`config.mk`:
```
export PLATFORM = sky130hd
export DESIGN_NAME = dcr_reset_entry
export DESIGN_NICKNAME = d
export VERILOG_FILES = /design/src/dcr_pkg.sv /design/src/dcr_sync.sv /design/src/dcr_reset_entry.sv
export SDC_FILE = /design/constraint.sdc
export NUM_CORES = 1
export LEC_CHECK = 0
export BUFFER_PORTS_ARGS = -buffer_cell sky130_fd_sc_hd__buf_4
export CORE_MARGIN = 2
export CORE_UTILIZATION = 59
export CTS_BUF_LIST = sky130_fd_sc_hd__clkbuf_4
export DETAILED_ROUTE_END_ITERATION = 16
export GPL_TIMING_DRIVEN = 0
export PLACE_DENSITY = 0.88
export SLEW_MARGIN = 10
export SYNTH_ARGS = -nofsm -noshare
export SYNTH_HDL_FRONTEND = slang
export SYNTH_SLANG_ARGS = --single-unit
```
`constraint.sdc`:
```
create_clock -name MCLK -period 8.4 [get_ports MCLK]
set_clock_uncertainty 0.2 [all_clocks]
set_input_delay 1.26 -clock MCLK [delete_from_list [all_inputs] [get_ports MCLK]]
set_output_delay 1.26 -clock MCLK [all_outputs]
set_load 0.02 [all_outputs]
```
`src/dcr_pkg.sv`:
```
`default_nettype none
package dcr_pkg;
   // clock period
   localparam int CLK_PERIOD_NS       = 10;
   // pin group widths
   localparam int GPIO_WIDTH          = 20;
   localparam int TEST_WIDTH          = 8;
   // test pin sample point after release, in its own unit
   localparam int TEST_SAMPLE_NS      = 1500;
   localparam int TEST_SAMPLE_CYCLES  = (TEST_SAMPLE_NS / CLK_PERIOD_NS < 1) ? 1
                                        : TEST_SAMPLE_NS / CLK_PERIOD_NS;
   // host two-wire quiet time after release, in its own unit
   localparam int I2C_QUIET_MS        = 500;
   localparam int I2C_QUIET_CYCLES    = (I2C_QUIET_MS * 1000000) / CLK_PERIOD_NS;
   // synchroniser reset levels
   localparam logic POC_SYNC_RESET    = 1'b0;
   localparam logic PARK_SYNC_RESET   = 1'b0;
   // sequencer states
   typedef enum logic [1:0] {ST_HELD, ST_SAMPLE, ST_RUN} dcr_state_type;
endpackage
`default_nettype wire

```
`src/dcr_sync.sv`:
```
`timescale 1ns/1ps
`default_nettype none
module dcr_sync #(
   parameter int               WIDTH     = 1,
   parameter logic [WIDTH-1:0] RESET_VAL = '0
) (
   // clock, reset, enable
   input  wire logic             clk,
   input  wire logic             rst,
   input  wire logic             ce,
   // asynchronous level in, synchronous level out
   input  wire logic [WIDTH-1:0] async_in,
   output logic      [WIDTH-1:0] sync_out
);
   logic [WIDTH-1:0] meta_q;

   // first stage feeds only the second stage
   always_ff @(posedge clk or posedge rst)
   begin
      if (rst)
      begin
         meta_q   <= RESET_VAL;
         sync_out <= RESET_VAL;
      end
      else if (ce)
      begin
         meta_q   <= async_in;
         sync_out <= meta_q;
      end
   end
endmodule
`default_nettype wire

```
`src/dcr_reset_entry.sv`:
```
`timescale 1ns/1ps
`default_nettype none
module dcr_reset_entry #(
   parameter int QUIET_CYCLES = dcr_pkg::I2C_QUIET_CYCLES
) (
   // clock, reset, enable
   input  wire logic                            MCLK,
   input  wire logic                            RST,
   input  wire logic                            CE,
   // reset and park pins, asynchronous
   input  wire logic                            POWER_ON_CLEAR_N,
   input  wire logic                            FAST_MIRROR_STOP_N,
   // functional values from the configured core
   input  wire logic                            FUNC_FLASH_SERIAL_CLOCK,
   input  wire logic                            FUNC_FLASH_SERIAL_DATA_OUT,
   input  wire logic                            FUNC_FLASH_CHIP_SELECT0_N,
   input  wire logic                            FUNC_FLASH_CHIP_SELECT1_N,
   input  wire logic [dcr_pkg::GPIO_WIDTH-1:0]  FUNC_GPIO_OUT,
   input  wire logic [dcr_pkg::GPIO_WIDTH-1:0]  FUNC_GPIO_OE,
   input  wire logic                            FUNC_LIGHT_SOURCE_SELECT0,
   input  wire logic                            FUNC_LIGHT_SOURCE_SELECT1,
   input  wire logic                            FUNC_MIRROR_ARRAY_DRIVE_ENABLE_N,
   input  wire logic [dcr_pkg::TEST_WIDTH-1:0]  FUNC_TEST_OUT,
   // flash port pins
   output logic                                 FLASH_SERIAL_CLOCK_O,
   output logic                                 FLASH_SERIAL_DATA_OUT_O,
   output logic                                 FLASH_CHIP_SELECT0_N_O,
   output logic                                 FLASH_CHIP_SELECT1_N_O,
   output logic                                 FLASH_OE,
   // general-purpose pins
   input  wire logic [dcr_pkg::GPIO_WIDTH-1:0]  GPIO_I,
   output logic      [dcr_pkg::GPIO_WIDTH-1:0]  GPIO_O,
   output logic      [dcr_pkg::GPIO_WIDTH-1:0]  GPIO_OE,
   output logic      [dcr_pkg::GPIO_WIDTH-1:0]  GPIO_IN_SYNC,
   // light source and mirror drive pins
   output logic                                 LIGHT_SOURCE_SELECT0,
   output logic                                 LIGHT_SOURCE_SELECT1,
   output logic                                 MIRROR_ARRAY_DRIVE_ENABLE_N,
   // test point pins
   input  wire logic [dcr_pkg::TEST_WIDTH-1:0]  TEST_POINT_PINS_I,
   output logic      [dcr_pkg::TEST_WIDTH-1:0]  TEST_POINT_PINS_O,
   output logic      [dcr_pkg::TEST_WIDTH-1:0]  TEST_POINT_PINS_OE,
   // status to the core
   output logic      [dcr_pkg::TEST_WIDTH-1:0]  TEST_MODE_SELECT,
   output logic                                 CONFIG_START,
   output logic                                 CONFIG_ACTIVE,
   output logic                                 I2C_QUIET_DONE
);
   localparam int SMP_W = $clog2(dcr_pkg::TEST_SAMPLE_CYCLES + 1);
   localparam int QT_W  = $clog2(QUIET_CYCLES + 1);
   localparam logic [SMP_W-1:0] SMP_LAST = SMP_W'(dcr_pkg::TEST_SAMPLE_CYCLES - 1);
   localparam logic [QT_W-1:0]  QT_LAST  = QT_W'(QUIET_CYCLES - 1);
   // refuse counts the counters cannot serve
   if (QUIET_CYCLES < 1)
      $error("QUIET_CYCLES must be at least one");
   dcr_pkg::dcr_state_type       st_q;
   dcr_pkg::dcr_state_type       st_d;
   logic                         poc_s;
   logic                         park_s;
   logic                         poc_prev_q;
   logic                         poc_rise;
   logic [SMP_W-1:0]             smp_cnt_q;
   logic [QT_W-1:0]              qt_cnt_q;
   logic [dcr_pkg::TEST_WIDTH-1:0] test_s;

   // clear and park pins cross into MCLK before anything reads them
   dcr_sync #(.WIDTH(1), .RESET_VAL(dcr_pkg::POC_SYNC_RESET)) u_poc_sync (
      .clk      (MCLK),
      .rst      (RST),
      .ce       (CE),
      .async_in (POWER_ON_CLEAR_N),
      .sync_out (poc_s)
   );
   dcr_sync #(.WIDTH(1), .RESET_VAL(dcr_pkg::PARK_SYNC_RESET)) u_park_sync (
      .clk      (MCLK),
      .rst      (RST),
      .ce       (CE),
      .async_in (FAST_MIRROR_STOP_N),
      .sync_out (park_s)
   );
   dcr_sync #(.WIDTH(dcr_pkg::TEST_WIDTH), .RESET_VAL('0)) u_test_sync (
      .clk      (MCLK),
      .rst      (RST),
      .ce       (CE),
      .async_in (TEST_POINT_PINS_I),
      .sync_out (test_s)
   );
   dcr_sync #(.WIDTH(dcr_pkg::GPIO_WIDTH), .RESET_VAL('0)) u_gpio_sync (
      .clk      (MCLK),
      .rst      (RST),
      .ce       (CE),
      .async_in (GPIO_I),
      .sync_out (GPIO_IN_SYNC)
   );
   // release edge seen on the synchronised level only
   always_ff @(posedge MCLK or posedge RST)
   begin
      if (RST)
         poc_prev_q <= 1'b0;
      else if (CE)
         poc_prev_q <= poc_s;
   end
   assign poc_rise = poc_s & ~poc_prev_q;
   // sequencer: any clear level drops straight back to held
   always_comb
   begin
      st_d = st_q;
      if (!poc_s)
         st_d = dcr_pkg::ST_HELD;
      else
         unique case (st_q)
            dcr_pkg::ST_HELD:   if (poc_rise) st_d = dcr_pkg::ST_SAMPLE;
            dcr_pkg::ST_SAMPLE: if (smp_cnt_q == SMP_LAST) st_d = dcr_pkg::ST_RUN;
            dcr_pkg::ST_RUN:    st_d = dcr_pkg::ST_RUN;
         endcase
   end

   always_ff @(posedge MCLK or posedge RST)
   begin
      if (RST)
         st_q <= dcr_pkg::ST_HELD;
      else if (CE)
         st_q <= st_d;
   end

   // sample delay counter, runs only between release and test sampling
   always_ff @(posedge MCLK or posedge RST)
   begin
      if (RST)
         smp_cnt_q <= '0;
      else if (CE)
      begin
         if (st_q == dcr_pkg::ST_SAMPLE && poc_s)
            smp_cnt_q <= smp_cnt_q + SMP_W'(1);
         else
            smp_cnt_q <= '0;
      end
   end

   // test mode select captured once, at the end of the sample delay
   always_ff @(posedge MCLK or posedge RST)
   begin
      if (RST)
         TEST_MODE_SELECT <= '0;
      else if (CE)
      begin
         if (!poc_s)
            TEST_MODE_SELECT <= '0;
         else if (st_q == dcr_pkg::ST_SAMPLE && smp_cnt_q == SMP_LAST)
            TEST_MODE_SELECT <= test_s;
      end
   end

   // configuration start pulse and busy level
   always_ff @(posedge MCLK or posedge RST)
   begin
      if (RST)
      begin
         CONFIG_START  <= 1'b0;
         CONFIG_ACTIVE <= 1'b0;
      end
      else if (CE)
      begin
         CONFIG_START  <= (st_q == dcr_pkg::ST_HELD) && poc_rise;
         CONFIG_ACTIVE <= (st_d != dcr_pkg::ST_HELD);
      end
   end

   // quiet timer: informs the core when host traffic may be expected
   always_ff @(posedge MCLK or posedge RST)
   begin
      if (RST)
      begin
         qt_cnt_q       <= '0;
         I2C_QUIET_DONE <= 1'b0;
      end
      else if (CE)
      begin
         if (!poc_s || !park_s)
         begin
            qt_cnt_q       <= '0;
            I2C_QUIET_DONE <= 1'b0;
         end
         else if (qt_cnt_q == QT_LAST)
            I2C_QUIET_DONE <= 1'b1;
         else
            qt_cnt_q <= qt_cnt_q + QT_W'(1);
      end
   end

   // pin drive registered; held state floats or forces low
   always_ff @(posedge MCLK or posedge RST)
   begin
      if (RST)
      begin
         FLASH_SERIAL_CLOCK_O        <= 1'b0;
         FLASH_SERIAL_DATA_OUT_O     <= 1'b0;
         FLASH_CHIP_SELECT0_N_O      <= 1'b1;
         FLASH_CHIP_SELECT1_N_O      <= 1'b1;
         FLASH_OE                    <= 1'b0;
         GPIO_O                      <= '0;
         GPIO_OE                     <= '0;
         LIGHT_SOURCE_SELECT0        <= 1'b0;
         LIGHT_SOURCE_SELECT1        <= 1'b0;
         MIRROR_ARRAY_DRIVE_ENABLE_N <= 1'b0;
         TEST_POINT_PINS_O           <= '0;
         TEST_POINT_PINS_OE          <= '0;
      end
      else if (CE)
      begin
         if (st_d == dcr_pkg::ST_HELD)
         begin
            FLASH_CHIP_SELECT0_N_O      <= 1'b1;
            FLASH_CHIP_SELECT1_N_O      <= 1'b1;
            FLASH_OE                    <= 1'b0;
            GPIO_OE                     <= '0;
            LIGHT_SOURCE_SELECT0        <= 1'b0;
            LIGHT_SOURCE_SELECT1        <= 1'b0;
            MIRROR_ARRAY_DRIVE_ENABLE_N <= 1'b0;
            TEST_POINT_PINS_OE          <= '0;
         end
         else
         begin
            // flash and gpio run as soon as configuration begins
            FLASH_SERIAL_CLOCK_O        <= FUNC_FLASH_SERIAL_CLOCK;
            FLASH_SERIAL_DATA_OUT_O     <= FUNC_FLASH_SERIAL_DATA_OUT;
            FLASH_CHIP_SELECT0_N_O      <= FUNC_FLASH_CHIP_SELECT0_N;
            FLASH_CHIP_SELECT1_N_O      <= FUNC_FLASH_CHIP_SELECT1_N;
            FLASH_OE                    <= 1'b1;
            GPIO_O                      <= FUNC_GPIO_OUT;
            GPIO_OE                     <= FUNC_GPIO_OE;
            LIGHT_SOURCE_SELECT0        <= FUNC_LIGHT_SOURCE_SELECT0;
            LIGHT_SOURCE_SELECT1        <= FUNC_LIGHT_SOURCE_SELECT1;
            MIRROR_ARRAY_DRIVE_ENABLE_N <= FUNC_MIRROR_ARRAY_DRIVE_ENABLE_N;
            // test pins stay inputs until sampled
            TEST_POINT_PINS_O           <= FUNC_TEST_OUT;
            TEST_POINT_PINS_OE          <= {dcr_pkg::TEST_WIDTH{st_d == dcr_pkg::ST_RUN}};
         end
      end
   end
endmodule
`default_nettype wire

```
Yosys cells after proc, flatten, opt, wreduce, memory -nomap -nowiden

Cells that the tools add are included.

Add/subtract/negate cells: 2
Multipliers: 0
Div/mod/pow operators: 0
Order comparisons: 0
Equality and inequality tests: 7
Shifts and indexed selects: 0
Muxes and demuxes: 19
Bitwise logic cells: 3
Reductions and logical operators: 14

Operators by type and width:

| cell                                                                   | count |
|---|---|
| 26-bit 2-to-1 mux                                                      | 2 |
| 8-bit 2-to-1 mux                                                       | 4 |
| 26-bit by 1-bit adder with 26-bit output (second input constant)       | 1 |
| 26-bit equality test (second input constant)                           | 1 |
| 20-bit 2-to-1 mux                                                      | 1 |
| 8-bit by 1-bit adder with 8-bit output (second input constant)         | 1 |
| 8-bit equality test (second input constant)                            | 1 |
| 1-bit 2-to-1 mux                                                       | 8 |
| 2-bit AND reduction                                                    | 4 |
| 2-bit 2-to-1 mux                                                       | 3 |
| 2-bit case mux with 3 select lines                                     | 1 |
| 2-bit equality test (second input constant)                            | 2 |
| 2-bit logical NOT                                                      | 2 |
| 2-bit inequality test (second input constant)                          | 2 |
| 2-bit nonzero test                                                     | 2 |
| 1-bit logical AND                                                      | 3 |
| 2-bit by 1-bit equality test with 1-bit output (second input constant) | 1 |
| 1-bit logical NOT                                                      | 2 |
| 1-bit NOT                                                              | 2 |
| 1-bit bitwise AND                                                      | 1 |
| 1-bit logical OR                                                       | 1 |

Bits in registers: 172
Latch bits: 0
RAM bits: 0
ROM bits: 0
Input port bits: 88
Output and inout port bits: 95
Word-level logic and storage cells: 73
Memories kept: 0

Longest topological paths before layout

Gate-level depths: netlist of the first run.

Word-level depth: 8
Mapped depth: 9
Gate-level depth less buffers: 7

Cells and area by module

A second synthesis of the first run with hierarchy kept.

Cells, all modules: 519
Area total of the unflattened synthesis: 6,857.8 µm²

Modules (own cells, without submodules):

| module                     | times used | cells an instance | area each (µm²) | seq. area each (µm²) |
|---|---|---|---|---|
| dcr_reset_entry            | 1          | 389               | 4,551.9         | 2,605.0 |
| dcr_sync (u_gpio_sync)     | 1          | 85                | 1,500.2         | 1,001.0 |
| dcr_sync (u_test_sync)     | 1          | 35                | 653.1           | 400.4 |
| dcr_sync (u_park_sync ...) | 2          | 5                 | 76.3            | 50.0 |

Worst setup path before layout of the first run

Ideal clock, no wire load.

Kind: input to register
Start point: in CE
End point: reg qt_cnt_q[15]
Library setup time: 78 ps
Arrival: 2,328 ps
Setup slack: 5,794 ps
Cell stages on the path: 4
Path buffers: 1
Cell sequence: clkbuf_1 > nand4_1 > or3_1 > a21oi_1

Longest elaborated chain between the ends: 1

RTL lines:

| item                          | RTL line               | text |
|---|---|---|
| from (decl)                   | dcr_reset_entry.sv:9   | `input wire logic CE,` |
| 2-bit AND reduction (no line) | n/a                    |  |
| to (signal assigned)          | dcr_reset_entry.sv:187 | `qt_cnt_q <= qt_cnt_q + QT_W'(1);` |
| to (decl)                     | dcr_reset_entry.sv:63  | `logic [QT_W-1:0] qt_cnt_q;` |

No other way between the ends.
A chain may end at the register's enable or synchronous reset.

==> run metrics, run 1 <==
Detailed Route Iter0 Violations ~320; Top delay family on crit path flip-flops; Hold Path End FLASH_CHIP_SELECT1_N_O; placed cell count around 840; Synth async-reset ratio 1.00; Post-Route WL roughly 16000 um; post-synthesis cell area around 6900 sq um; H-Tree Depth 4; most frequent cells in the layout buf_4 (193), dfrtp_1 (162), mux2_2 (78), a22o_1 (34), nor2_1 (28); worst relative slew slack 0.562; first-pass GRT wire length between 20000 and 30000 um; Logic pwr share 0.299; maxcap violations 0; via density per instance between 5 and 6; vias about 5000; sequential cell area 4110 sq um; clk_lat worst skew roughly 0.57 ns; WHS 0.306 ns; status finished, final reports clean; Worst R2R Path Depth 9; #FFs+latches synth approximately 160; Clock Power Share 0.214; sequential share of power 0.487; first-pass detailed-route iteration total 4; GRT overflow 0; nature of the critical path endpoint output pin; dominant cell type by area after synthesis dfrtp_1; die area 12500 sq um; Worst EP arrival approximately 1.4 ns; Setup Buffers After CTS 0; sequential area share after synthesis 0.598; leakage around 0.0042 uW; synth warn 0; main area contributors after synthesis dfrtp_1 (59%), mux2_2 (13%), a22o_1 (4.3%); Final ANT Viol Nets 0; # hold bufs at CTS 0; crit-path max FO 9; Switching Fraction 0.313; Synthesized Nets between 600 and 700; footprint of the multi-input gates between 2000 and 3000 sq um; synth unique cells between 50 and 60; syn_area_per_cell between 10 and 15 sq um; FF-to-FF setup slack a little under 6 ns; FF-to-FF End TEST_POINT_PINS_O[0]; cts bufs inserted 17; Hold Crit Class reg2reg; Post-synth EDFFs 0; reg2reg start st_q[1]; I/O Pins 183; Final Non-Filler Cells between 800 and 900; dominant synthesized flop cell dfrtp_1; largest net degree at the start of global routing 101; Crit path buffers/inverters 2; Mapped Cells around 500; post-layout min period ~2.9 ns; vias in the first global route 5112; area grow syn2layout 26.9%; cell-internal power ~1400 uW; Final Max Tran Viols 0; antenna diode count 0; GP Congestion between 0.8 and 0.9; Setup crit start kind flop; initial antenna violation count 0; Die X-Extent 112 um; slowest CP cell dfrtp_1; initial core utilization 0.604; fmax around 0.35 GHz; period utilisation layout 0.344; cell count along the critical path 2; WL/cell approximately 18 um; Worst VDD drop roughly 200 uV; Rows 39; PostCTS Resize Cnt 0; Hold Crit Start FLASH_CHIP_SELECT1_N_O; Num Clock Sinks roughly 160; Buffers on Ports roughly 180; maximum clock insertion buffer count 2; commonest non-fill, non-tap cell in the layout buf_4; Final Hold Fails 0; fill count 726; final setup fails 0; CTS tree built; Critical Path RT slightly below 7 ns; Die H 112 um; clock root cell clkbuf_4; setup tns final 0 ns; pwr/cell area ~240 nW/um^2; crit-path max cell delay 0.55 ns; crit path launch TEST_POINT_PINS_OE[6]; detailed-route DRC error count 0; Most Frequent Cell on Critical Path buf_4; GRT Resource Usage Total 0.258; core region area 11400 sq um; hpwl dp between 10000 and 15000 um; clock-pin slew on the worst setup and hold paths 0.12 ns; final net count between 800 and 900; P_sw between 600 and 700 uW; Setup CP Type reg2out; Hold Path Depth 2; RSZ-0062 raised after global routing false; Tightest Pin Transition 0.655 ns; share of cells above drive strength 1 0.451; Synth top area share 0.591; crit path cell chain buf_4 -> buf_4
-- power by group through the flow --
stage          sequential [uW]  combinational (uW)  clock [uW]
2_1_floorplan             1140                 219           0
3_3_place_gp              1010                 599           0
3_5_place_dp              1020                 617           0
4_1_cts                   1000                 621         448
5_1_grt                   1020                 648         484
6_report                  1000                 614         440
-- registers in the layout, indices dropped and copies added, names as in the netlist, 2 cells and up --
name                  count
qt_cnt_q                 26
GPIO_OE                  20
GPIO_O                   20
u_gpio_sync.meta_q       20
u_gpio_sync.sync_out     20
TEST_MODE_SELECT          8
TEST_POINT_PINS_O         8
smp_cnt_q                 8
u_test_sync.meta_q        8
u_test_sync.sync_out      8
st_q                      2
-- cell type report --
class / count / area share
Tap cell: 143 / 0.0205
Sequential cell: 164 / 0.472
Timing Repair Buffer: 183 / 0.160
Buffer: 31 / 0.0220
Multi-Input combinational cell: 308 / 0.291
Clock buffer: 20 / 0.0172
Inverter: 9 / 0.00474
Clock inverter: 12 / 0.0131
-- cells by family (layout without fill, tap and decap cells) --
logic type               count (synthesis)  after routing  synth area share
flip-flops                             164            164             0.598
AND/OR/NAND/NOR                        121            121            0.0955
multiplexers                            93             93             0.160
AO/OA/AOI/OAI                           70             70            0.0795
buffers and inverters                   40            255            0.0328
XOR/XNOR                                18             18            0.0230
adder cells (fa/ha/maj)                  6              6            0.0109
-- metrics by stage --
stage	instance area, sq um	util	setup slack (ns)	power [uW]
after CTS	8710	0.766	5.50	2070
final	8710	0.766	5.51	2060
after floorplan	6860	-	2.51	1360
after global routing	8710	0.766	5.41	2150
after global placement	8410	0.740	1.07	1610
after detailed placement	8440	0.743	5.23	1640
-- per-layer routing --
| layer | track usage | wire length, um | share of wire |
|---|---|---|---|
| met5 | 0 | 0 | 0 |
| met4 | 0.117 | 478 | 0.031 |
| met3 | 0.0822 | 1150 | 0.074 |
| met2 | 0.423 | 7830 | 0.50 |
| met1 | 0.316 | 6070 | 0.39 |
-- synth_stat cells, types with 2 or more instances --
cell type  instances
dfrtp_1          162
mux2_2            78
a22o_1            34
nor2_1            28
nand2_1           24
clkbuf_1          14
mux2_4            14
nand4_1           13
xor2_1            13
buf_4             11
nand3_1           11
a21oi_1           10
inv_1              8
o21ai_0            8
and3_1             7
nor3_1             7
ha_1               6
or3_1              6
and4_1             5
xnor2_1            5
a21o_1             4
nor4_1             4
and2_1             3
o211ai_1           3
buf_2              2
buf_6              2
dfstp_2            2
nand2b_1           2
nor2b_1            2
o22ai_1            2
o2bb2ai_1          2
-- how the worst max path moves through the flow --
stage / endpoint / slack [ns]
6_report: TEST_POINT_PINS_OE[3] / 5.51
2_1_floorplan: CONFIG_ACTIVE / 2.51
3_3_place_gp: u_gpio_sync.meta_q[18] / 1.07
3_5_place_dp: qt_cnt_q[21] / 5.23
5_1_grt: TEST_POINT_PINS_OE[3] / 5.41
4_1_cts: TEST_POINT_PINS_OE[3] / 5.50
-- tightest hold or removal path, delay by kind of cell, from the launching register on --
family | cells | cell delay (ns)
flip-flops | 1 | 0.39
AND/OR/NAND/NOR | 1 | 0.08
AO/OA/AOI/OAI | 1 | 0.05
(Power assumes the default switching activity.)
==> inputs of run 2 (changes only) <==
--- a/config.mk
+++ b/config.mk
@@ -7,11 +7,11 @@
 export LEC_CHECK = 0
 export BUFFER_PORTS_ARGS = -buffer_cell sky130_fd_sc_hd__buf_4
 export CORE_MARGIN = 2
-export CORE_UTILIZATION = 59
+export CORE_UTILIZATION = 49
 export CTS_BUF_LIST = sky130_fd_sc_hd__clkbuf_4
 export DETAILED_ROUTE_END_ITERATION = 16
 export GPL_TIMING_DRIVEN = 0
-export PLACE_DENSITY = 0.88
+export PLACE_DENSITY = 0.78
 export SLEW_MARGIN = 10
 export SYNTH_ARGS = -nofsm -noshare
 export SYNTH_HDL_FRONTEND = slang
==> constraint.sdc (replaced) <==
create_clock -name MCLK -period 2.39 [get_ports MCLK]
set_clock_uncertainty 0.2 [all_clocks]
set_input_delay 0.3585 -clock MCLK [delete_from_list [all_inputs] [get_ports MCLK]]
set_output_delay 0.3585 -clock MCLK [all_outputs]
set_load 0.02 [all_outputs]
==> run metrics, run 2 (synthesis gave the netlist of run 1 again) <==
crit-path max FO 7; H-Tree Depth 4; hpwl dp about 11000 um; share of cells above drive strength 1 0.419; fmax approximately 0.42 GHz; Critical Path RT between 2 and 3 ns; largest net degree at the start of global routing a little over 40; Detailed Route Iter0 Violations 230; detailed-route DRC error count 0; GRT overflow 0; core region area about 14000 sq um; Final Non-Filler Cells a little over 1000; die area around 15000 sq um; vias in the first global route 5519; final setup fails 0; maximum clock insertion buffer count 2; crit-path max cell delay approximately 0.42 ns; vias between 5000 and 6000; most frequent cells in the layout buf_4 (198), dfrtp_1 (161), dlygate4sd3_1 (87), mux2_2 (78), a22o_1 (34); area grow syn2layout 42.6%; WHS around 0.27 ns; first-pass detailed-route iteration total 4; maxcap violations 0; Worst VDD drop between 400 and 500 uV; cts bufs inserted 17; fill count approximately 950; GRT Resource Usage Total 0.230; final net count about 910; clock-pin slew on the worst setup and hold paths approximately 0.15 ns; placed cell count between 800 and 900; status finished, final reports clean; initial antenna violation count 2; commonest non-fill, non-tap cell in the layout buf_4; clk_lat worst skew around 0.55 ns; Setup CP Type reg2reg; Die H 122 um; GP Congestion a little under 0.9; post-layout min period roughly 2.4 ns; leakage roughly 0.0046 uW; pwr/cell area around 760 nW/um^2; CTS tree built; Post-Route WL 17300 um; Buffers on Ports about 180; I/O Pins between 150 and 200; Most flops, register qt_cnt_q; first-pass GRT wire length 26900 um; nature of the critical path endpoint flop; initial core utilization 0.498; Hold Crit Class in2async; crit path cell chain inv_1 -> ha_1 -> and4_4 -> a221oi_2 -> nand2b_4 -> a21oi_4 -> buf_6 -> clkbuf_16 -> mux2_4; Tightest Pin Transition approximately 0.69 ns; worst relative slew slack 0.540; Final ANT Viol Nets 0; slowest CP cell dfrtp_1; Worst EP arrival between 2 and 3 ns; Setup crit start kind flop; via density per instance ~5.3; Final Hold Fails 0; Num Clock Sinks ~160; Die X-Extent approximately 120 um; period utilisation layout 0.990; clock root cell clkbuf_4; Final Max Tran Viols 0; number of flip-flops in the largest register 26; Rows between 40 and 50; WL/cell 17.2 um
==> run 2: cell types whose count changed in the layout (fill, tap and decap cells not counted), moves of 2 or more <==
cell | previous run | this run
clkinv_1 | 5 | 3
buf_4 | 193 | 198
inv_6 | 0 | 2
clkinv_4 | 1 | 3
buf_12 | 1 | 6
dlygate4sd3_1 | 0 | 87
clkinv_2 | 3 | 1
clkinvlp_4 | 2 | 4
diode_2 | 0 | 2
==> run 2: per-layer routing <==
layer / share of wire / track usage
met5: 0 / 0
met4: 0.023 / 0.101
met3: 0.050 / 0.0572
met2: 0.53 / 0.397
met1: 0.40 / 0.273
==> run 2: critical path, delay by kind of cell, from the launching register on <==
family	cells	cell delay, ns
muxes	1	0.29
buffers and inverters	3	0.41
and+or+nand+nor	2	0.38
AOI/OAI and AO/OA	2	0.37
DFF	1	0.42
adders and majority gates	1	0.18
==> run 2: layout make-up <==
type                            count  area [sq um]  area share
Timing Repair Buffer              280          2400       0.245
Clock inverter                     12           109      0.0111
Sequential cell                   164          4110       0.420
Multi-Input combinational cell    308          2560       0.262
Tap cell                          180           225      0.0230
Buffer                             31           191      0.0196
Clock buffer                       20           150      0.0153
Antenna cell                        2          5.00    0.000511
Inverter                            9          37.5     0.00383
==> run 2: power by group <==
group	total, uW	leakage [uW]	internal [uW]	switching [uW]
Combinational	2370	0.00241	1240	1130
Sequential	3530	0.00206	3240	284
Clock	1540	0.000135	552	984
Total	7430	0.00461	5030	2400
==> run 2: path summary, 6_finish.rpt <==
kind,from,end,slack [ns],depth (start not counted)
max in group asynchronous,RST,st_q[0],0.84,5
worst min-delay path,RST,MIRROR_ARRAY_DRIVE_ENABLE_N,0.27,3
worst max-delay path,smp_cnt_q[1],TEST_POINT_PINS_O[6],0.03,9
min in group MCLK,u_gpio_sync.meta_q[7],u_gpio_sync.sync_out[7],0.31,1
worst max register to register,smp_cnt_q[1],TEST_POINT_PINS_O[6],0.03,9
worst min register to register,u_gpio_sync.meta_q[7],u_gpio_sync.sync_out[7],0.31,1
==> run 2: repair_timing <==
action,4_1_cts,5_1_grt
gates cloned,0,1
endpoints found under the setup margin,27,19
hold buffers,87,0
gates resized for setup,3,5
pin swaps,0,1
buffers inserted,3,3
hold endpoints to repair,114,0
==> run 2: through the flow <==
stage	instance area (sq um)	total power (uW)	worst slack (ns)	util	TNS (ns)
2_1_floorplan	6870	4770	-0.252	-	-40.77
3_3_place_gp	8460	5650	-1.11	0.614	-179.82
3_5_place_dp	8540	5740	-0.106	0.620	-1.34
4_1_cts	9720	7400	0.0311	0.706	0
5_1_grt	9790	7770	-0.0489	0.711	-0.372
6_report	9790	7430	0.0250	0.711	0
==> inputs of run 3 (changes only) <==
--- a/config.mk
+++ b/config.mk
@@ -10,7 +10,6 @@
 export CORE_UTILIZATION = 49
 export CTS_BUF_LIST = sky130_fd_sc_hd__clkbuf_4
 export DETAILED_ROUTE_END_ITERATION = 16
-export GPL_TIMING_DRIVEN = 0
 export PLACE_DENSITY = 0.78
 export SLEW_MARGIN = 10
 export SYNTH_ARGS = -nofsm -noshare
==> run metrics, run 3 (synthesis gave the netlist of run 1 again) <==
status complete, but fails checks; violated checks negative setup slack; crit path launch st_q[0]; number of flip-flops in the largest register 26; first-pass GRT wire length between 20000 and 30000 um; cts bufs inserted 17; leakage 0.00455 uW; final setup fails 30; Num Clock Sinks between 150 and 200; Detailed Route Iter0 Violations 311; post-layout min period around 2.5 ns; area grow syn2layout 40.7%; Final ANT Viol Nets 0; period utilisation layout 1.04; die area ~15000 sq um; most frequent cells in the layout buf_4 (196), dfrtp_1 (162), dlygate4sd3_1 (87), mux2_2 (78), a22o_1 (34); maximum clock insertion buffer count 2; Critical Path RT around 2.6 ns; first-pass detailed-route iteration total 5; I/O Pins around 180; Buffers on Ports ~180; pwr/cell area 757 nW/um^2; Die X-Extent between 100 and 150 um; reg2reg start st_q[0]; Setup CP Type reg2reg; Final Hold Fails 0; Final Non-Filler Cells between 900 and 1000; Die H around 120 um; fill count approximately 930; via density per instance ~5.4; PnR worst setup slack -0.0933 ns; crit-path max FO 14; maxcap violations 0; Post-Route WL 17900 um; GRT overflow 0; clock root cell clkbuf_4; Hold Crit Class in2async; commonest non-fill, non-tap cell in the layout buf_4; placed cell count roughly 860; Rows 43; nature of the critical path endpoint flop; setup tns final -1.35 ns; fmax 0.403 GHz; clk_lat worst skew ~0.56 ns; Final Max Tran Viols 0; Worst VDD drop ~450 uV; GRT Resource Usage Total 0.233; Setup crit start kind flop; GP Congestion a little under 0.9; H-Tree Depth 4; initial core utilization 0.498; share of cells above drive strength 1 0.419; final net count between 800 and 900; vias in the first global route ~5500; Tightest Pin Transition around 0.47 ns; vias roughly 5300; CTS tree built; Most flops, register qt_cnt_q; clock-pin slew on the worst setup and hold paths 0.13 ns; WHS 0.0608 ns; hpwl dp about 10000 um; Worst EP arrival 2.73 ns; worst relative slew slack 0.687; initial antenna violation count 1; WL/cell 18.1 um; Pwr Total roughly 7300 uW; largest net degree at the start of global routing 86; core region area 13800 sq um; detailed-route DRC error count 0
==> run 3: final timing paths <==
check                      slack, ns  depth (start not counted)                        to
setup / recovery               -0.09                          9                GPIO_O[10]
hold / removal                  0.06                          3  u_gpio_sync.sync_out[16]
setup reg to reg               -0.09                          9                GPIO_O[10]
hold reg to reg                 0.31                          1       TEST_MODE_SELECT[0]
max in group asynchronous       1.23                          4    FLASH_CHIP_SELECT0_N_O
min in group MCLK               0.31                          1       TEST_MODE_SELECT[0]
==> run 3: worst max-delay path: stages, from the launching register on <==
cell	delay (ns)
dfrtp_1	0.40
buf_4	0.15
ha_4	0.16
nor4b_4	0.30
a221oi_2	0.14
nand2b_4	0.17
a21oi_4	0.21
buf_12	0.14
clkbuf_16	0.17
mux2_2	0.33
==> run 3: cell type report <==
cell class,instances,area (sq um),share of cell area
Sequential cell,164,4110,0.425
Multi-Input combinational cell,308,2570,0.266
Timing Repair Buffer,291,2500,0.259
Tap cell,180,225,0.0233
Clock buffer,17,128,0.0132
Clock inverter,15,88.8,0.00920
Inverter,9,37.5,0.00389
Antenna cell,1,2.50,0.000259
==> run 3: report_power, final <==
part / switching, uW / total (uW) / leakage [uW] / internal, uW
clock network: 977 / 1370 / 0.000118 / 394
logic: 1150 / 2380 / 0.00237 / 1230
registers: 311 / 3550 / 0.00207 / 3240
==> run 3: stage by stage <==
stage	cell area, sq um	utilization	setup WS (ns)
4_1_cts	9510	0.690	0.00348
2_1_floorplan	6870	-	-0.252
3_3_place_gp	8420	0.612	0.0960
6_report	9660	0.701	-0.0933
5_1_grt	9660	0.701	-0.147
3_5_place_dp	8420	0.612	0.0210
==> run 3: what timing repair did <==
| item | 4_1_cts | 5_1_grt |
|---|---|---|
| buffers inserted | 0 | 7 |
| setup endpoints to repair | 0 | 23 |
| hold buffers | 87 | 0 |
| resized for setup | 0 | 6 |
| hold endpoints to repair | 251 | 0 |
==> run 3: routing by layer <==
layer,up-vias,global-route usage,routed length [um]
met2,194,0.409,9600
met4,0,0.0805,446
met3,42,0.0706,1020
met1,2653,0.272,6780
li1,2395,-,-
met5,-,0,0
